[config.mk]
export PLATFORM = sky130hd
export DESIGN_NAME = temperature_sample_fifo
export DESIGN_NICKNAME = d
export VERILOG_FILES = /design/src/sample_queue_pkg.sv /design/src/temperature_sample_fifo.sv
export SDC_FILE = /design/constraint.sdc
export NUM_CORES = 1
export LEC_CHECK = 0
export BUFFER_PORTS_ARGS = -buffer_cell sky130_fd_sc_hd__buf_2
export CORE_ASPECT_RATIO = 1.5
export CORE_MARGIN = 10
export CORE_UTILIZATION = 62
export CTS_CLUSTER_SIZE = 14
export DETAILED_ROUTE_END_ITERATION = 12
export GPL_TIMING_DRIVEN = 0
export PLACE_DENSITY = 0.87
export SYNTH_ARGS = -nofsm -noshare
export SYNTH_HDL_FRONTEND = slang
export SYNTH_SLANG_ARGS = --single-unit
[constraint.sdc]
create_clock -name ref_clk -period 3.9 [get_ports ref_clk]
set_input_delay 0.195 -clock ref_clk [delete_from_list [all_inputs] [get_ports ref_clk]]
set_output_delay 0.195 -clock ref_clk [all_outputs]
set_load 0.05 [all_outputs]
[src/sample_queue_pkg.sv]
// constants and register map of the temperature sample queue
//
// Summary of operation
// - first byte t15..t8, second t7..t0
// - flag at thirty-two minus watermark words
// - flag, enable, pin mode three drive pin
// - full push overwrites or discards per policy
// - type low: reassert every stored sample while high
// - type high: assert only on fresh condition
// - select low: data read keeps flag
// - select high: data read clears flag
// - flush empties queue, zeroes indices, self-clears
// - indices advance by one and wrap
// - lost count saturates, clears on pop
// - queued count follows pushes and pops

package sample_queue_pkg;

	// ****************************************
	// register offsets
	// ****************************************
	localparam logic [7:0] off_event_flags = 8'h00;
	localparam logic [7:0] off_event_enables = 8'h01;
	localparam logic [7:0] off_queue_write_index = 8'h04;
	localparam logic [7:0] off_queue_read_index = 8'h05;
	localparam logic [7:0] off_lost_word_count = 8'h06;
	localparam logic [7:0] off_queued_word_count = 8'h07;
	localparam logic [7:0] off_queue_read_port = 8'h08;
	localparam logic [7:0] off_queue_watermark_cfg = 8'h09;
	localparam logic [7:0] off_queue_policy_cfg = 8'h0a;

	// ****************************************
	// fields, sizes and reset values
	// ****************************************
	localparam int almost_full_bit = 7;
	localparam int rollover_bit = 1;
	localparam int flag_type_bit = 2;
	localparam int clear_select_bit = 3;
	localparam int flush_bit = 4;
	localparam logic [7:0] enables_mask = 8'h87;
	localparam logic [5:0] queue_depth = 6'h20;
	localparam logic [4:0] lost_count_max = 5'h1f;
	localparam logic [1:0] pin_mode_interrupt = 2'h3;
	localparam logic [4:0] index_reset = 5'h00;
	localparam logic [7:0] reg_reset = 8'h00;

endpackage

[src/temperature_sample_fifo.sv]
// temperature sample queue with register access and almost-full pin
`timescale 1ns/1ps
`default_nettype none

module temperature_sample_fifo
	import sample_queue_pkg::*;
(
	// clock and reset
	input wire logic ref_clk,
	input wire logic nrst,
	// samples from the conversion process
	input wire logic sample_valid,
	input wire logic [15:0] sample_data,
	// register access from the serial engine
	input wire logic burst_start,
	input wire logic reg_rd,
	input wire logic reg_wr,
	input wire logic [7:0] reg_addr,
	input wire logic [7:0] reg_wdata,
	output logic [7:0] reg_rdata,
	// pin setup and pin
	input wire logic [1:0] pin0_function_select,
	output logic general_pin_0
);

	// ****************************************
	// storage
	// ****************************************
	logic [15:0] mem [0:31];
	logic [4:0] queue_write_index;
	logic [4:0] queue_read_index;
	logic [4:0] lost_word_count;
	logic [5:0] queued_word_count;
	logic second_byte;
	logic almost_full;
	logic cond_seen;
	logic [7:0] event_enables;
	logic [4:0] watermark;
	logic overwrite_when_full;
	logic flag_type;
	logic clear_flag_on_data_read;

	logic [4:0] next_write_index;
	logic [4:0] next_read_index;
	logic [4:0] next_lost;
	logic [5:0] next_count;
	logic next_second_byte;
	logic next_almost_full;
	logic next_cond_seen;
	logic [7:0] next_enables;
	logic [4:0] next_watermark;
	logic next_overwrite;
	logic next_flag_type;
	logic next_clear_select;
	logic [7:0] next_rdata;
	logic next_pin;

	logic rd_data;
	logic rd_status;
	logic wr_policy;
	logic flush;
	logic rd_index_wr;
	logic pop;
	logic full_now;
	logic stored;
	logic cond;
	logic [5:0] threshold;
	logic [15:0] head_word;

	assign head_word = mem[queue_read_index];
	assign rd_data = reg_rd && (reg_addr == off_queue_read_port);
	assign rd_status = reg_rd && (reg_addr == off_event_flags);
	assign wr_policy = reg_wr && (reg_addr == off_queue_policy_cfg);
	assign flush = wr_policy && reg_wdata[flush_bit];
	assign rd_index_wr = reg_wr && (reg_addr == off_queue_read_index);
	// a word leaves only on its second byte, and never from empty
	assign pop = rd_data && second_byte && (queued_word_count != 6'h00);
	assign full_now = (queued_word_count == queue_depth) && !pop;
	// with discard policy a push into a full queue is dropped and only bumps the lost count
	assign stored = sample_valid && (!full_now || overwrite_when_full);
	assign threshold = queue_depth - {1'b0, watermark};

	// ****************************************
	// queue indices and counters
	// ****************************************
	always_comb begin
		next_write_index = queue_write_index;
		next_read_index = queue_read_index;
		next_lost = lost_word_count;
		next_count = queued_word_count;
		next_second_byte = second_byte;
		if (burst_start) begin
			next_second_byte = 1'b0;
		end else if (rd_data && queued_word_count != 6'h00) begin
			next_second_byte = !second_byte;
		end
		if (pop) begin
			next_read_index = queue_read_index + 5'h01;
			next_lost = index_reset;
			next_count = queued_word_count - 6'h01;
		end
		if (sample_valid && full_now) begin
			if (lost_word_count != lost_count_max) begin
				next_lost = lost_word_count + 5'h01;
			end
			if (overwrite_when_full) begin
				next_read_index = queue_read_index + 5'h01;
			end
		end
		if (stored) begin
			next_write_index = queue_write_index + 5'h01;
			if (!full_now) begin
				next_count = next_count + 6'h01;
			end
		end
		if (rd_index_wr) begin
			// reread support: count follows the new distance
			next_read_index = reg_wdata[4:0];
			next_count = {1'b0, queue_write_index - reg_wdata[4:0]};
		end
		if (flush) begin
			next_write_index = index_reset;
			next_read_index = index_reset;
			next_lost = index_reset;
			next_count = 6'h00;
			next_second_byte = 1'b0;
		end
	end

	always_ff @(posedge ref_clk or negedge nrst) begin
		if (!nrst) begin
			queue_write_index <= index_reset;
			queue_read_index <= index_reset;
			lost_word_count <= index_reset;
			queued_word_count <= 6'h00;
			second_byte <= 1'b0;
		end else begin
			queue_write_index <= next_write_index;
			queue_read_index <= next_read_index;
			lost_word_count <= next_lost;
			queued_word_count <= next_count;
			second_byte <= next_second_byte;
		end
	end

	// sample array carries no reset; contents are meaningless until pushed
	always_ff @(posedge ref_clk) begin
		if (stored && !flush) begin
			mem[queue_write_index] <= sample_data;
		end
	end

	// ****************************************
	// almost-full flag and pin
	// ****************************************
	always_comb begin
		cond = stored && !flush && (next_count >= threshold);
		next_cond_seen = cond_seen;
		next_almost_full = almost_full;
		if (rd_status || (rd_data && clear_flag_on_data_read)) begin
			next_almost_full = 1'b0;
		end
		if (flush || (next_count < threshold)) begin
			next_cond_seen = 1'b0;
		end
		if (cond) begin
			next_cond_seen = 1'b1;
			if (!flag_type || !cond_seen) begin
				// a new event wins over a clear in the same cycle
				next_almost_full = 1'b1;
			end
		end
		next_pin = almost_full && event_enables[almost_full_bit]
			&& (pin0_function_select == pin_mode_interrupt);
	end

	always_ff @(posedge ref_clk or negedge nrst) begin
		if (!nrst) begin
			almost_full <= 1'b0;
			cond_seen <= 1'b0;
			general_pin_0 <= 1'b0;
		end else begin
			almost_full <= next_almost_full;
			cond_seen <= next_cond_seen;
			general_pin_0 <= next_pin;
		end
	end

	// ****************************************
	// configuration and read data
	// ****************************************
	always_comb begin
		next_enables = event_enables;
		next_watermark = watermark;
		next_overwrite = overwrite_when_full;
		next_flag_type = flag_type;
		next_clear_select = clear_flag_on_data_read;
		if (reg_wr && reg_addr == off_event_enables) begin
			next_enables = reg_wdata & enables_mask;
		end
		if (reg_wr && reg_addr == off_queue_watermark_cfg) begin
			next_watermark = reg_wdata[4:0];
		end
		if (wr_policy) begin
			next_overwrite = reg_wdata[rollover_bit];
			next_flag_type = reg_wdata[flag_type_bit];
			next_clear_select = reg_wdata[clear_select_bit];
		end
		next_rdata = reg_rdata;
		if (reg_rd) begin
			unique case (reg_addr)
				off_event_flags: next_rdata = {almost_full, 7'h00};
				off_event_enables: next_rdata = event_enables;
				off_queue_write_index: next_rdata = {3'h0, queue_write_index};
				off_queue_read_index: next_rdata = {3'h0, queue_read_index};
				off_lost_word_count: next_rdata = {3'h0, lost_word_count};
				off_queued_word_count: next_rdata = {2'h0, queued_word_count};
				off_queue_read_port: next_rdata = second_byte ?
					head_word[7:0] : head_word[15:8];
				off_queue_watermark_cfg: next_rdata = {3'h0, watermark};
				// flush reads back zero since it clears itself at once
				off_queue_policy_cfg: next_rdata = {4'h0, clear_flag_on_data_read,
					flag_type, overwrite_when_full, 1'b0};
				default: next_rdata = reg_reset;
			endcase
		end
	end

	always_ff @(posedge ref_clk or negedge nrst) begin
		if (!nrst) begin
			event_enables <= reg_reset;
			watermark <= index_reset;
			overwrite_when_full <= 1'b0;
			flag_type <= 1'b0;
			clear_flag_on_data_read <= 1'b0;
			reg_rdata <= reg_reset;
		end else begin
			event_enables <= next_enables;
			watermark <= next_watermark;
			overwrite_when_full <= next_overwrite;
			flag_type <= next_flag_type;
			clear_flag_on_data_read <= next_clear_select;
			reg_rdata <= next_rdata;
		end
	end

	// ****************************************
	// checks
	// ****************************************
	logic quiet;
	assign quiet = !flush && !rd_index_wr;
endmodule
`default_nettype wire

==> results of run 1 <==
-- Yosys cell counts, drive strengths merged (16+ instances only) --
library cell,n,area share
nand2,46,0.0075
nor2,63,0.010
buf,31,0.0084
dfrtp,45,0.049
mux4,129,0.13
xor2,16,0.0061
ha,20,0.011
clkbuf,34,0.0056
a21oi,29,0.0063
nand3,27,0.0071
mux2i,27,0.012
edfxtp,512,0.67
o21ai,33,0.0074
o22ai,25,0.0068
-- repair_timing --
action / in CTS / in global routing
setup buffers: 9 / 7
hold endpoints to repair: 55 / 0
hold buffers: 10 / 0
endpoints found under the setup margin: 3 / 4
pin swaps: 7 / 11
resized for setup: 19 / 21
-- layer usage --
layer / global-route usage / wire length [um] / up-vias
met3: 0.08415 / 8645 / 396
li1: - / - / 5295
met4: 0.2416 / 7030 / 2
met1: 0.3793 / 22010 / 6837
met2: 0.5149 / 34880 / 1334
met5: 0 / 11 / -
-- worst max path at each step --
stage                               startpoint           end  slack (ns)  cells after the start
after floorplan           queued_word_count[0]     cond_seen        0.32                     18
after global placement    queued_word_count[0]     cond_seen       -0.69                     17
after detailed placement  queued_word_count[0]   almost_full       -0.71                     17
after CTS                 queued_word_count[0]     cond_seen        0.02                     20
after global routing      queued_word_count[1]   almost_full       -0.02                     19
final                      queue_read_index[2]  reg_rdata[7]      -0.009                      8
-- cells by family (layout without fill, tap and decap cells) --
family | after synthesis | after routing | share of synthesized area
flops | 557 | 557 | 0.7203
simple gates | 229 | 229 | 0.05494
mux | 171 | 171 | 0.1460
compound gates | 147 | 147 | 0.04107
buf+inv | 80 | 255 | 0.01638
xor+xnor | 25 | 25 | 0.009558
fa+ha+maj | 21 | 21 | 0.01180
-- through the flow --
step                cells  hold WS, ns  area [sq um]
floorplan            1230      -0.1006         22910
global placement     1754       0.3789         23720
detailed placement   1786       0.3794         24320
CTS                  1882       0.1178         26010
global route         1889       0.1464         26140
finish               1889       0.1256         26140
-- sequential cells by signal, indices dropped and copies added, names as in the netlist --
name / cells
queue_read_index: 5
second_byte: 1
lost_word_count: 5
mem: 512
event_enables: 4
cond_seen: 1
queued_word_count: 6
almost_full: 1
flag_type: 1
clear_flag_on_data_read: 1
overwrite_when_full: 1
queue_write_index: 5
general_pin_0: 1
reg_rdata: 8
watermark: 5
-- power by group --
part / total, mW / leakage [nW] / internal (mW) / switching, mW
combinational: 2.50 / 2.51 / 0.935 / 1.57
sequential: 7.17 / 5.20 / 6.94 / 0.235
clock: 4.61 / 0.698 / 2.48 / 2.13
total: 14.3 / 8.41 / 10.3 / 3.93
-- cell type report --
| cell class | instances | area (sq um) | share of cell area |
|---|---|---|---|
| sequential | 557 | 16500 | 0.6314 |
| multi-input combinational | 593 | 6225 | 0.2381 |
| clock buffer | 62 | 1296 | 0.04959 |
| timing repair buffer | 98 | 950.9 | 0.03638 |
| tap | 484 | 605.6 | 0.02317 |
| buffer | 65 | 340.3 | 0.01302 |
| clock inverter | 15 | 158.9 | 0.006079 |
| inverter | 15 | 58.81 | 0.002250 |
-- critical path, delay by kind of cell, from the launching register on --
kind	cells	cell delay, ns
buffers and inverters	3	1.93
muxes	1	0.79
AOI/OAI and AO/OA	2	0.21
and+or+nand+nor	2	0.26
DFF	1	0.54
==> metrics.txt, run 1 <==
Power Dens Cells=546.4 nW/um^2; worst slew pin tran=1.213 ns; Final GP Congestion=0.9712; Crit-path slowest cell=mux2i_1; R2R depth=8; IO Pins=49; final setup skew=~0.031 ns; Syn-to-layout area delta=14.10%; fin worst setup slack=-0.009260 ns; Mapped Cells=~1200; final slew viol count=0; global route overflow=0; RSZ-0062 raised after global routing=yes; CTS tree=yes; CP dominant cell by count=clkbuf_1; number of flops mapped to enable cells by yosys=512; clk root buf=clkbuf_16; Die X-Extent=177.0 um; fillers=2063; crit path cell chain=clkbuf_1 > clkbuf_1 > buf_2 > mux2i_1 > nand2_1 > nand4_1 > o21a_1 > o31ai_1; ys flop type=edfxtp_1; diode count=0; syn avg cell area=18.63 sq um; Final min period=3.909 ns; Tot GR Track Use=0.3268; post-layout total power=14.28 mW; crit start category=flop; fmax=~0.26 GHz; Lkg Pwr=8.406 nW; Initial DRC Count=~2500; drt first pass iters=8; final WL=about 73000 um; CP Class=flop to flop; startpoint of the worst hold path=reg_addr[3]; Worst Hold Class=input pin to flop; Max stage delay on crit path=just under 0.8 ns; fraction of layout cells with a size suffix above 1=0.2797; Final Net Count=roughly 1400; initial antenna violation count=1; failing checks=setup timing; worst vdd ir=around 0.41 mV; maximum clock insertion buffer count=3; Final setup viols=2; crit path capture type=flop; WP data required=4.35 ns; synthesis warning total=0; Worst R2R Setup Slack=-0.009 ns; Netlist cell types=69; hpwl dp=46030 um; Yosys reg bits=557; CP arrival=4.35 ns; htree depth=2; Reg clk slew, reported paths=0.07 ns; RR Startpoint=queue_read_index[2]; Core ar.=36590 sq um; largest net degree at the start of global routing=46; drt wl/cell=just under 40 um; post-route clock period utilization=1.002; synthesized cell area=22910 sq um; Vias/cell=7.339; Final TNS setup=-0.01676 ns; worst hold path depth=5; Worst Hold End=almost_full; Initial Util=0.6262; register area share after synthesis=0.7203; CTS Sinks=557; worst reg2reg path endpoint=reg_rdata[7]; Vias=13860; syn nets=1291; vias in the first global route=around 14000; first-pass GRT wire length=approximately 100000 um; die area=45200 sq um; Port Buffer Count=40; Cell Rows=86; commonest cells after routing, fill and taps aside=512 x edfxtp_1, 129 x mux4_2, 55 x buf_2, 50 x clkbuf_16, 45 x nand2_1; clk_lat worst skew=0.61 ns; worst-path fanout max=10; Util after Layout=0.7145; Final Hold Viols=0; die outline height=approximately 260 um; max_slew headroom=0.1915; antenna-violating nets left=0; drt drc=0; Synth async-reset ratio=0.08079; status=finished, violations left; Placement Setup Slack=-0.7094 ns; CTS buffer count=49; commonest non-fill, non-tap cell in the layout=edfxtp_1; max_cap viols=0
(Power assumes the default switching activity.)
==> run 2: changes to the inputs <==
- PLACE_DENSITY: 0.87 -> default
- PLACE_DENSITY_LB_ADDON: default -> 0.12
==> metrics.txt, run 2 (synthesis gave the netlist of run 1 again) <==
worst hold path depth=3 (-2); clk root buf=clkbuf_16; Largest regs=mem: 512 flops, reg_rdata: 8 flops, queued_word_count: 6 flops; worst-path fanout max=10 (unchanged); Final min period=3.936 ns (+0.02672 ns); status=finished, violations left; final setup skew=0.01862 ns (-0.01223 ns); maximum clock insertion buffer count=3 (unchanged); max reg flops=512 (unchanged); drt drc=0 (unchanged); Max stage delay on crit path=0.84 ns (+0.05 ns); Tot GR Track Use=0.2957 (-0.03105); drt wl/cell=34.47 um (-10%); RR Startpoint=queue_read_index[1]; clk_lat worst skew=0.58 ns (-0.03 ns); Final Net Count=1439 (-0.069%); Crit-path slowest cell=buf_1; Lkg Pwr=8.408 nW (about the same); Port Buffer Count=40 (unchanged); die outline height=255.4 um (unchanged); Power Dens Cells=540.5 nW/um^2 (-1.1%); Top reg by flops=mem; Syn-to-layout area delta=14.04% (about the same); crit start category=flop; WP data required=4.41 ns (+0.06 ns); fin worst setup slack=-0.03598 ns (-0.02672 ns); drt first pass iters=5 (-3); Initial Util=0.6262 (unchanged); crit path cell chain=buf_2 > buf_1 > buf_2 > mux4_2 > o22ai_1 > nor4_1 > o21ai_0 > nand2_1; fillers=2230 (+8.1%); max_cap viols=0 (unchanged); CP Class=flop to flop; CP dominant cell by count=buf_2; commonest cells after routing, fill and taps aside=512 x edfxtp_1, 129 x mux4_2, 55 x buf_2, 53 x clkbuf_16, 46 x clkbuf_1; CTS tree=yes; post-layout total power=14.12 mW (-1.1%); Worst Hold End=clear_flag_on_data_read; htree depth=2 (unchanged); crit path capture type=flop; failing checks=setup timing; post-route clock period utilization=1.009 (+0.006852); worst vdd ir=0.4467 mV (+8.8%); CTS Sinks=557 (unchanged); max_slew headroom=0.1617 (-0.02980); die area=45200 sq um (unchanged); Final Hold Viols=0 (unchanged); global route overflow=0 (unchanged); Reg clk slew, reported paths=0.07 ns (about the same); Final setup viols=1 (-1); design area=26130 sq um (about the same); Worst R2R Setup Slack=-0.04 ns (-0.03 ns); final hold slack=0.07628 ns (-0.04932 ns); worst reg2reg path endpoint=reg_rdata[0]; final slew viol count=0 (unchanged); final WL=65360 um (-9.9%); Vias=12970 (-6.4%); CTS buffer count=51 (+4.1%); Initial DRC Count=1787 (-28%); first-pass GRT wire length=94960 um (-9.2%); fmax=0.2541 GHz (-0.68%); hpwl dp=44840 um (-2.6%); Cell Rows=86 (unchanged); fraction of layout cells with a size suffix above 1=0.2783 (-0.001387); IO Pins=49 (unchanged); diode count=0 (unchanged); largest net degree at the start of global routing=46 (unchanged); Post-Layout Cell Count=1896 (+0.37%); commonest non-fill, non-tap cell in the layout=edfxtp_1; Core ar.=36590 sq um (unchanged); CP arrival=4.44 ns (+0.09 ns); Worst Hold Class=input pin to flop; R2R depth=8 (unchanged); placed cell area=24330 sq um (about the same); Vias/cell=6.841 (-6.8%); Die X-Extent=177.0 um (unchanged); dpl cells=1786 (unchanged); startpoint of the worst hold path=reg_wr; vias in the first global route=13330 (-6.4%); antenna-violating nets left=0 (unchanged); worst slew pin tran=1.257 ns (+0.04470 ns); initial antenna violation count=0 (-1); Final GP Congestion=0.9997 (+2.9%)
==> run 2: changes by cell type in the layout (fill, tap and decap cells not counted), moves of 2 or more <==
| cell | previous run | this run |
|---|---|---|
| buf_4 | 24 | 21 |
| clkdlybuf4s15_1 | 3 | 0 |
| clkinv_1 | 4 | 9 |
| clkinv_2 | 2 | 6 |
| a21oi_2 | 2 | 5 |
| clkbuf_16 | 50 | 53 |
| a21oi_1 | 26 | 24 |
| clkbuf_1 | 42 | 46 |
| bufinv_16 | 2 | 0 |
==> run 2: layer usage <==
| metal | vias up | global-route usage | wire length, um | part of all wire |
|---|---|---|---|---|
| li1 | 5308 | - | - | - |
| met1 | 6619 | 0.3471 | 21440 | 0.33 |
| met2 | 830 | 0.4907 | 33400 | 0.51 |
| met3 | 214 | 0.05890 | 5868 | 0.090 |
| met4 | 0 | 0.1822 | 4648 | 0.071 |
| met5 | - | 0 | 0 | 0 |
==> run 2: how the worst max path moves through the flow <==
stage / startpoint / endpoint / slack [ns] / depth (start not counted)
global placement: queued_word_count[0] / almost_full / -0.95 / 17
detailed placement: queued_word_count[0] / cond_seen / -0.96 / 17
finish: queue_read_index[1] / reg_rdata[0] / -0.04 / 8
floorplan: queued_word_count[0] / cond_seen / 0.32 / 18
global route: queued_word_count[0] / cond_seen / -0.03 / 18
CTS: queued_word_count[0] / cond_seen / -0.03 / 17
==> run 2: repair_timing <==
action	in CTS	in global routing
pin swaps	10	12
endpoints found under the setup margin	2	3
gates resized for setup	20	11
hold endpoints to repair	55	0
buffers inserted	7	6
hold buffers	10	0
==> run 2: layout make-up <==
type,instances,area [sq um],share of cell area
plain buffers,65,320.3,0.01226
clock buffers,66,1375,0.05263
clock inverters,21,120.1,0.004598
inverters,15,56.30,0.002155
multi-input cells,593,6212,0.2378
flip-flops and latches,557,16500,0.6317
well taps,484,605.6,0.02318
repair buffers,95,932.1,0.03568
==> run 2: metrics by stage <==
| step | TNS (ns) | utilization | setup WS (ns) |
|---|---|---|---|
| after floorplan | 0 | - | 0.3205 |
| after global placement | -128.40 | 0.6482 | -0.9541 |
| after detailed placement | -1.902 | 0.6649 | -0.9554 |
| after CTS | -0.03579 | 0.7120 | -0.02722 |
| after global routing | -0.04677 | 0.7141 | -0.02732 |
| final | -0.03598 | 0.7141 | -0.03598 |
==> run 2: critical path, delay by kind of cell, from the launching register on <==
family	cells	cell delay (ns)
multiplexers	1	0.31
flip-flops	1	0.54
AND/OR/NAND/NOR	2	0.72
buffers and inverters	3	1.83
AO/OA/AOI/OAI	2	0.44
==> run 2: power breakdown <==
group	switching, mW	internal, mW
Sequential	0.208	6.93
Combinational	1.49	0.916
Clock	2.10	2.48
Total	3.79	10.3
==> run 3: changes to the inputs <==
- HOLD_SLACK_MARGIN: default -> 0.12
==> metrics.txt, run 3 (synthesis gave the netlist of run 1 again) <==
Syn-to-layout area delta=14.12% (about the same); antenna-violating nets left=0 (unchanged); clk_lat worst skew=0.58 ns (about the same); global route overflow=0 (unchanged); Post-Layout Cell Count=1898 (+0.11%); first-pass GRT wire length=94990 um (about the same); fraction of layout cells with a size suffix above 1=0.2779 (-0.0003937); max_slew headroom=0.1801 (+0.01838); max reg flops=512 (unchanged); fillers=2227 (-0.13%); Vias/cell=6.879 (+0.56%); CP dominant cell by count=buf_2; Tot GR Track Use=0.2958 (about the same); WP data required=4.41 ns (about the same); CTS buffer count=51 (unchanged); post-route clock period utilization=0.9988 (-0.01044); initial antenna violation count=0 (unchanged); max_cap viols=0 (unchanged); Lkg Pwr=8.416 nW (about the same); CTS Sinks=557 (unchanged); Reg clk slew, reported paths=0.07 ns (about the same); CP arrival=4.41 ns (-0.03 ns); placed cell area=24330 sq um (unchanged); hpwl dp=44840 um (unchanged); final WL=65350 um (about the same); Final Net Count=1441 (+0.14%); Max stage delay on crit path=0.82 ns (-0.02 ns); htree depth=2 (unchanged); drt drc=0 (unchanged); die area=45200 sq um (unchanged); Final setup viols=0 (-1); crit path capture type=flop; Die X-Extent=177.0 um (unchanged); commonest non-fill, non-tap cell in the layout=edfxtp_1; Port Buffer Count=40 (unchanged); crit path cell chain=buf_2 > buf_1 > buf_2 > mux4_2 > o22ai_1 > nor4_1 > o21ai_0 > nand2_1; Final GP Congestion=0.9997 (unchanged); Top reg by flops=mem; Power Dens Cells=540.0 nW/um^2 (about the same); clk root buf=clkbuf_16; Largest regs=mem: 512 flops, reg_rdata: 8 flops, queued_word_count: 6 flops; worst vdd ir=0.4466 mV (about the same); Initial Util=0.6262 (unchanged); CTS tree=yes; Worst Hold Class=input pin to flop; diode count=0 (unchanged); vias in the first global route=13340 (+0.068%); commonest cells after routing, fill and taps aside=512 x edfxtp_1, 129 x mux4_2, 55 x buf_2, 53 x clkbuf_16, 46 x clkbuf_1; CP top delay family=buffers and inverters; fmax=0.2567 GHz (+1.0%); Cell Rows=86 (unchanged); buffers and inverters on the worst path=3 (unchanged); IO Pins=49 (unchanged); Initial DRC Count=1735 (-2.9%); Vias=13060 (+0.66%); Crit-path slowest cell=buf_1; Core ar.=36590 sq um (unchanged); Placement Setup Slack=-0.9554 ns (unchanged); worst slew pin tran=1.230 ns (-0.02757 ns); drt first pass iters=6 (+1); worst-path fanout max=10 (unchanged); CP Class=flop to flop; final slew viol count=0 (unchanged); drt wl/cell=34.43 um (-0.12%); design area=26150 sq um (about the same); fin worst setup slack=0.004728 ns (+0.04071 ns); final setup skew=0.01884 ns (+0.0002184 ns); status=finished clean; largest net degree at the start of global routing=46 (unchanged); maximum clock insertion buffer count=3 (unchanged); die outline height=255.4 um (unchanged); crit start category=flop; Final Hold Viols=0 (unchanged); dpl cells=1786 (unchanged); Final min period=3.895 ns (-0.04071 ns)
==> run 3: per-layer routing <==
layer / wire (um) / track usage
met1: 21210 / 0.3471
met5: 0 / 0
met3: 6076 / 0.05905
met4: 4776 / 0.1822
met2: 33290 / 0.4908
==> run 3: layout make-up <==
type	instances	area, sq um	share of cell area
plain buffers	65	320.3	0.01225
multi-input cells	593	6212	0.2376
clock inverters	21	120.1	0.004594
inverters	15	56.30	0.002154
well taps	484	605.6	0.02316
clock buffers	66	1375	0.05259
flip-flops and latches	557	16500	0.6312
repair buffers	97	952.2	0.03642
==> run 3: final timing paths <==
kind                                startpoint                   end  slack, ns  cells after the start
setup / recovery           queue_read_index[1]          reg_rdata[0]      0.005                      8
hold / removal                 sample_data[11]           mem[21][11]       0.14                      1
setup reg to reg           queue_read_index[1]          reg_rdata[0]      0.005                      8
hold reg to reg                   reg_rdata[0]          reg_rdata[0]       0.50                      2
max in group asynchronous                 nrst  queued_word_count[0]       2.84                      2
min in group asynchronous                 nrst  queued_word_count[3]       0.34                      2
==> run 3: repair_timing <==
action	4_1_cts	5_1_grt
hold buffers	12	0
resized for setup	20	11
endpoints found under the setup margin	2	3
buffers inserted	7	6
hold endpoints to repair	81	0
pin swaps	10	12
==> run 3: stage by stage <==
stage | TNS (ns) | util | hold WS, ns | total power [mW]
after floorplan | 0 | - | -0.1006 | 8.427
after global placement | -128.40 | 0.6482 | 0.4004 | 9.215
after detailed placement | -1.902 | 0.6649 | 0.4003 | 9.390
after CTS | -0.03579 | 0.7125 | 0.1224 | 14.00
after global routing | -0.04677 | 0.7146 | 0.1603 | 14.54
final | 0 | 0.7146 | 0.1399 | 14.12
==> run 3: power by group <==
part | switching, mW | internal [mW]
Sequential | 0.207 | 6.93
Combinational | 1.48 | 0.917
Clock | 2.10 | 2.48
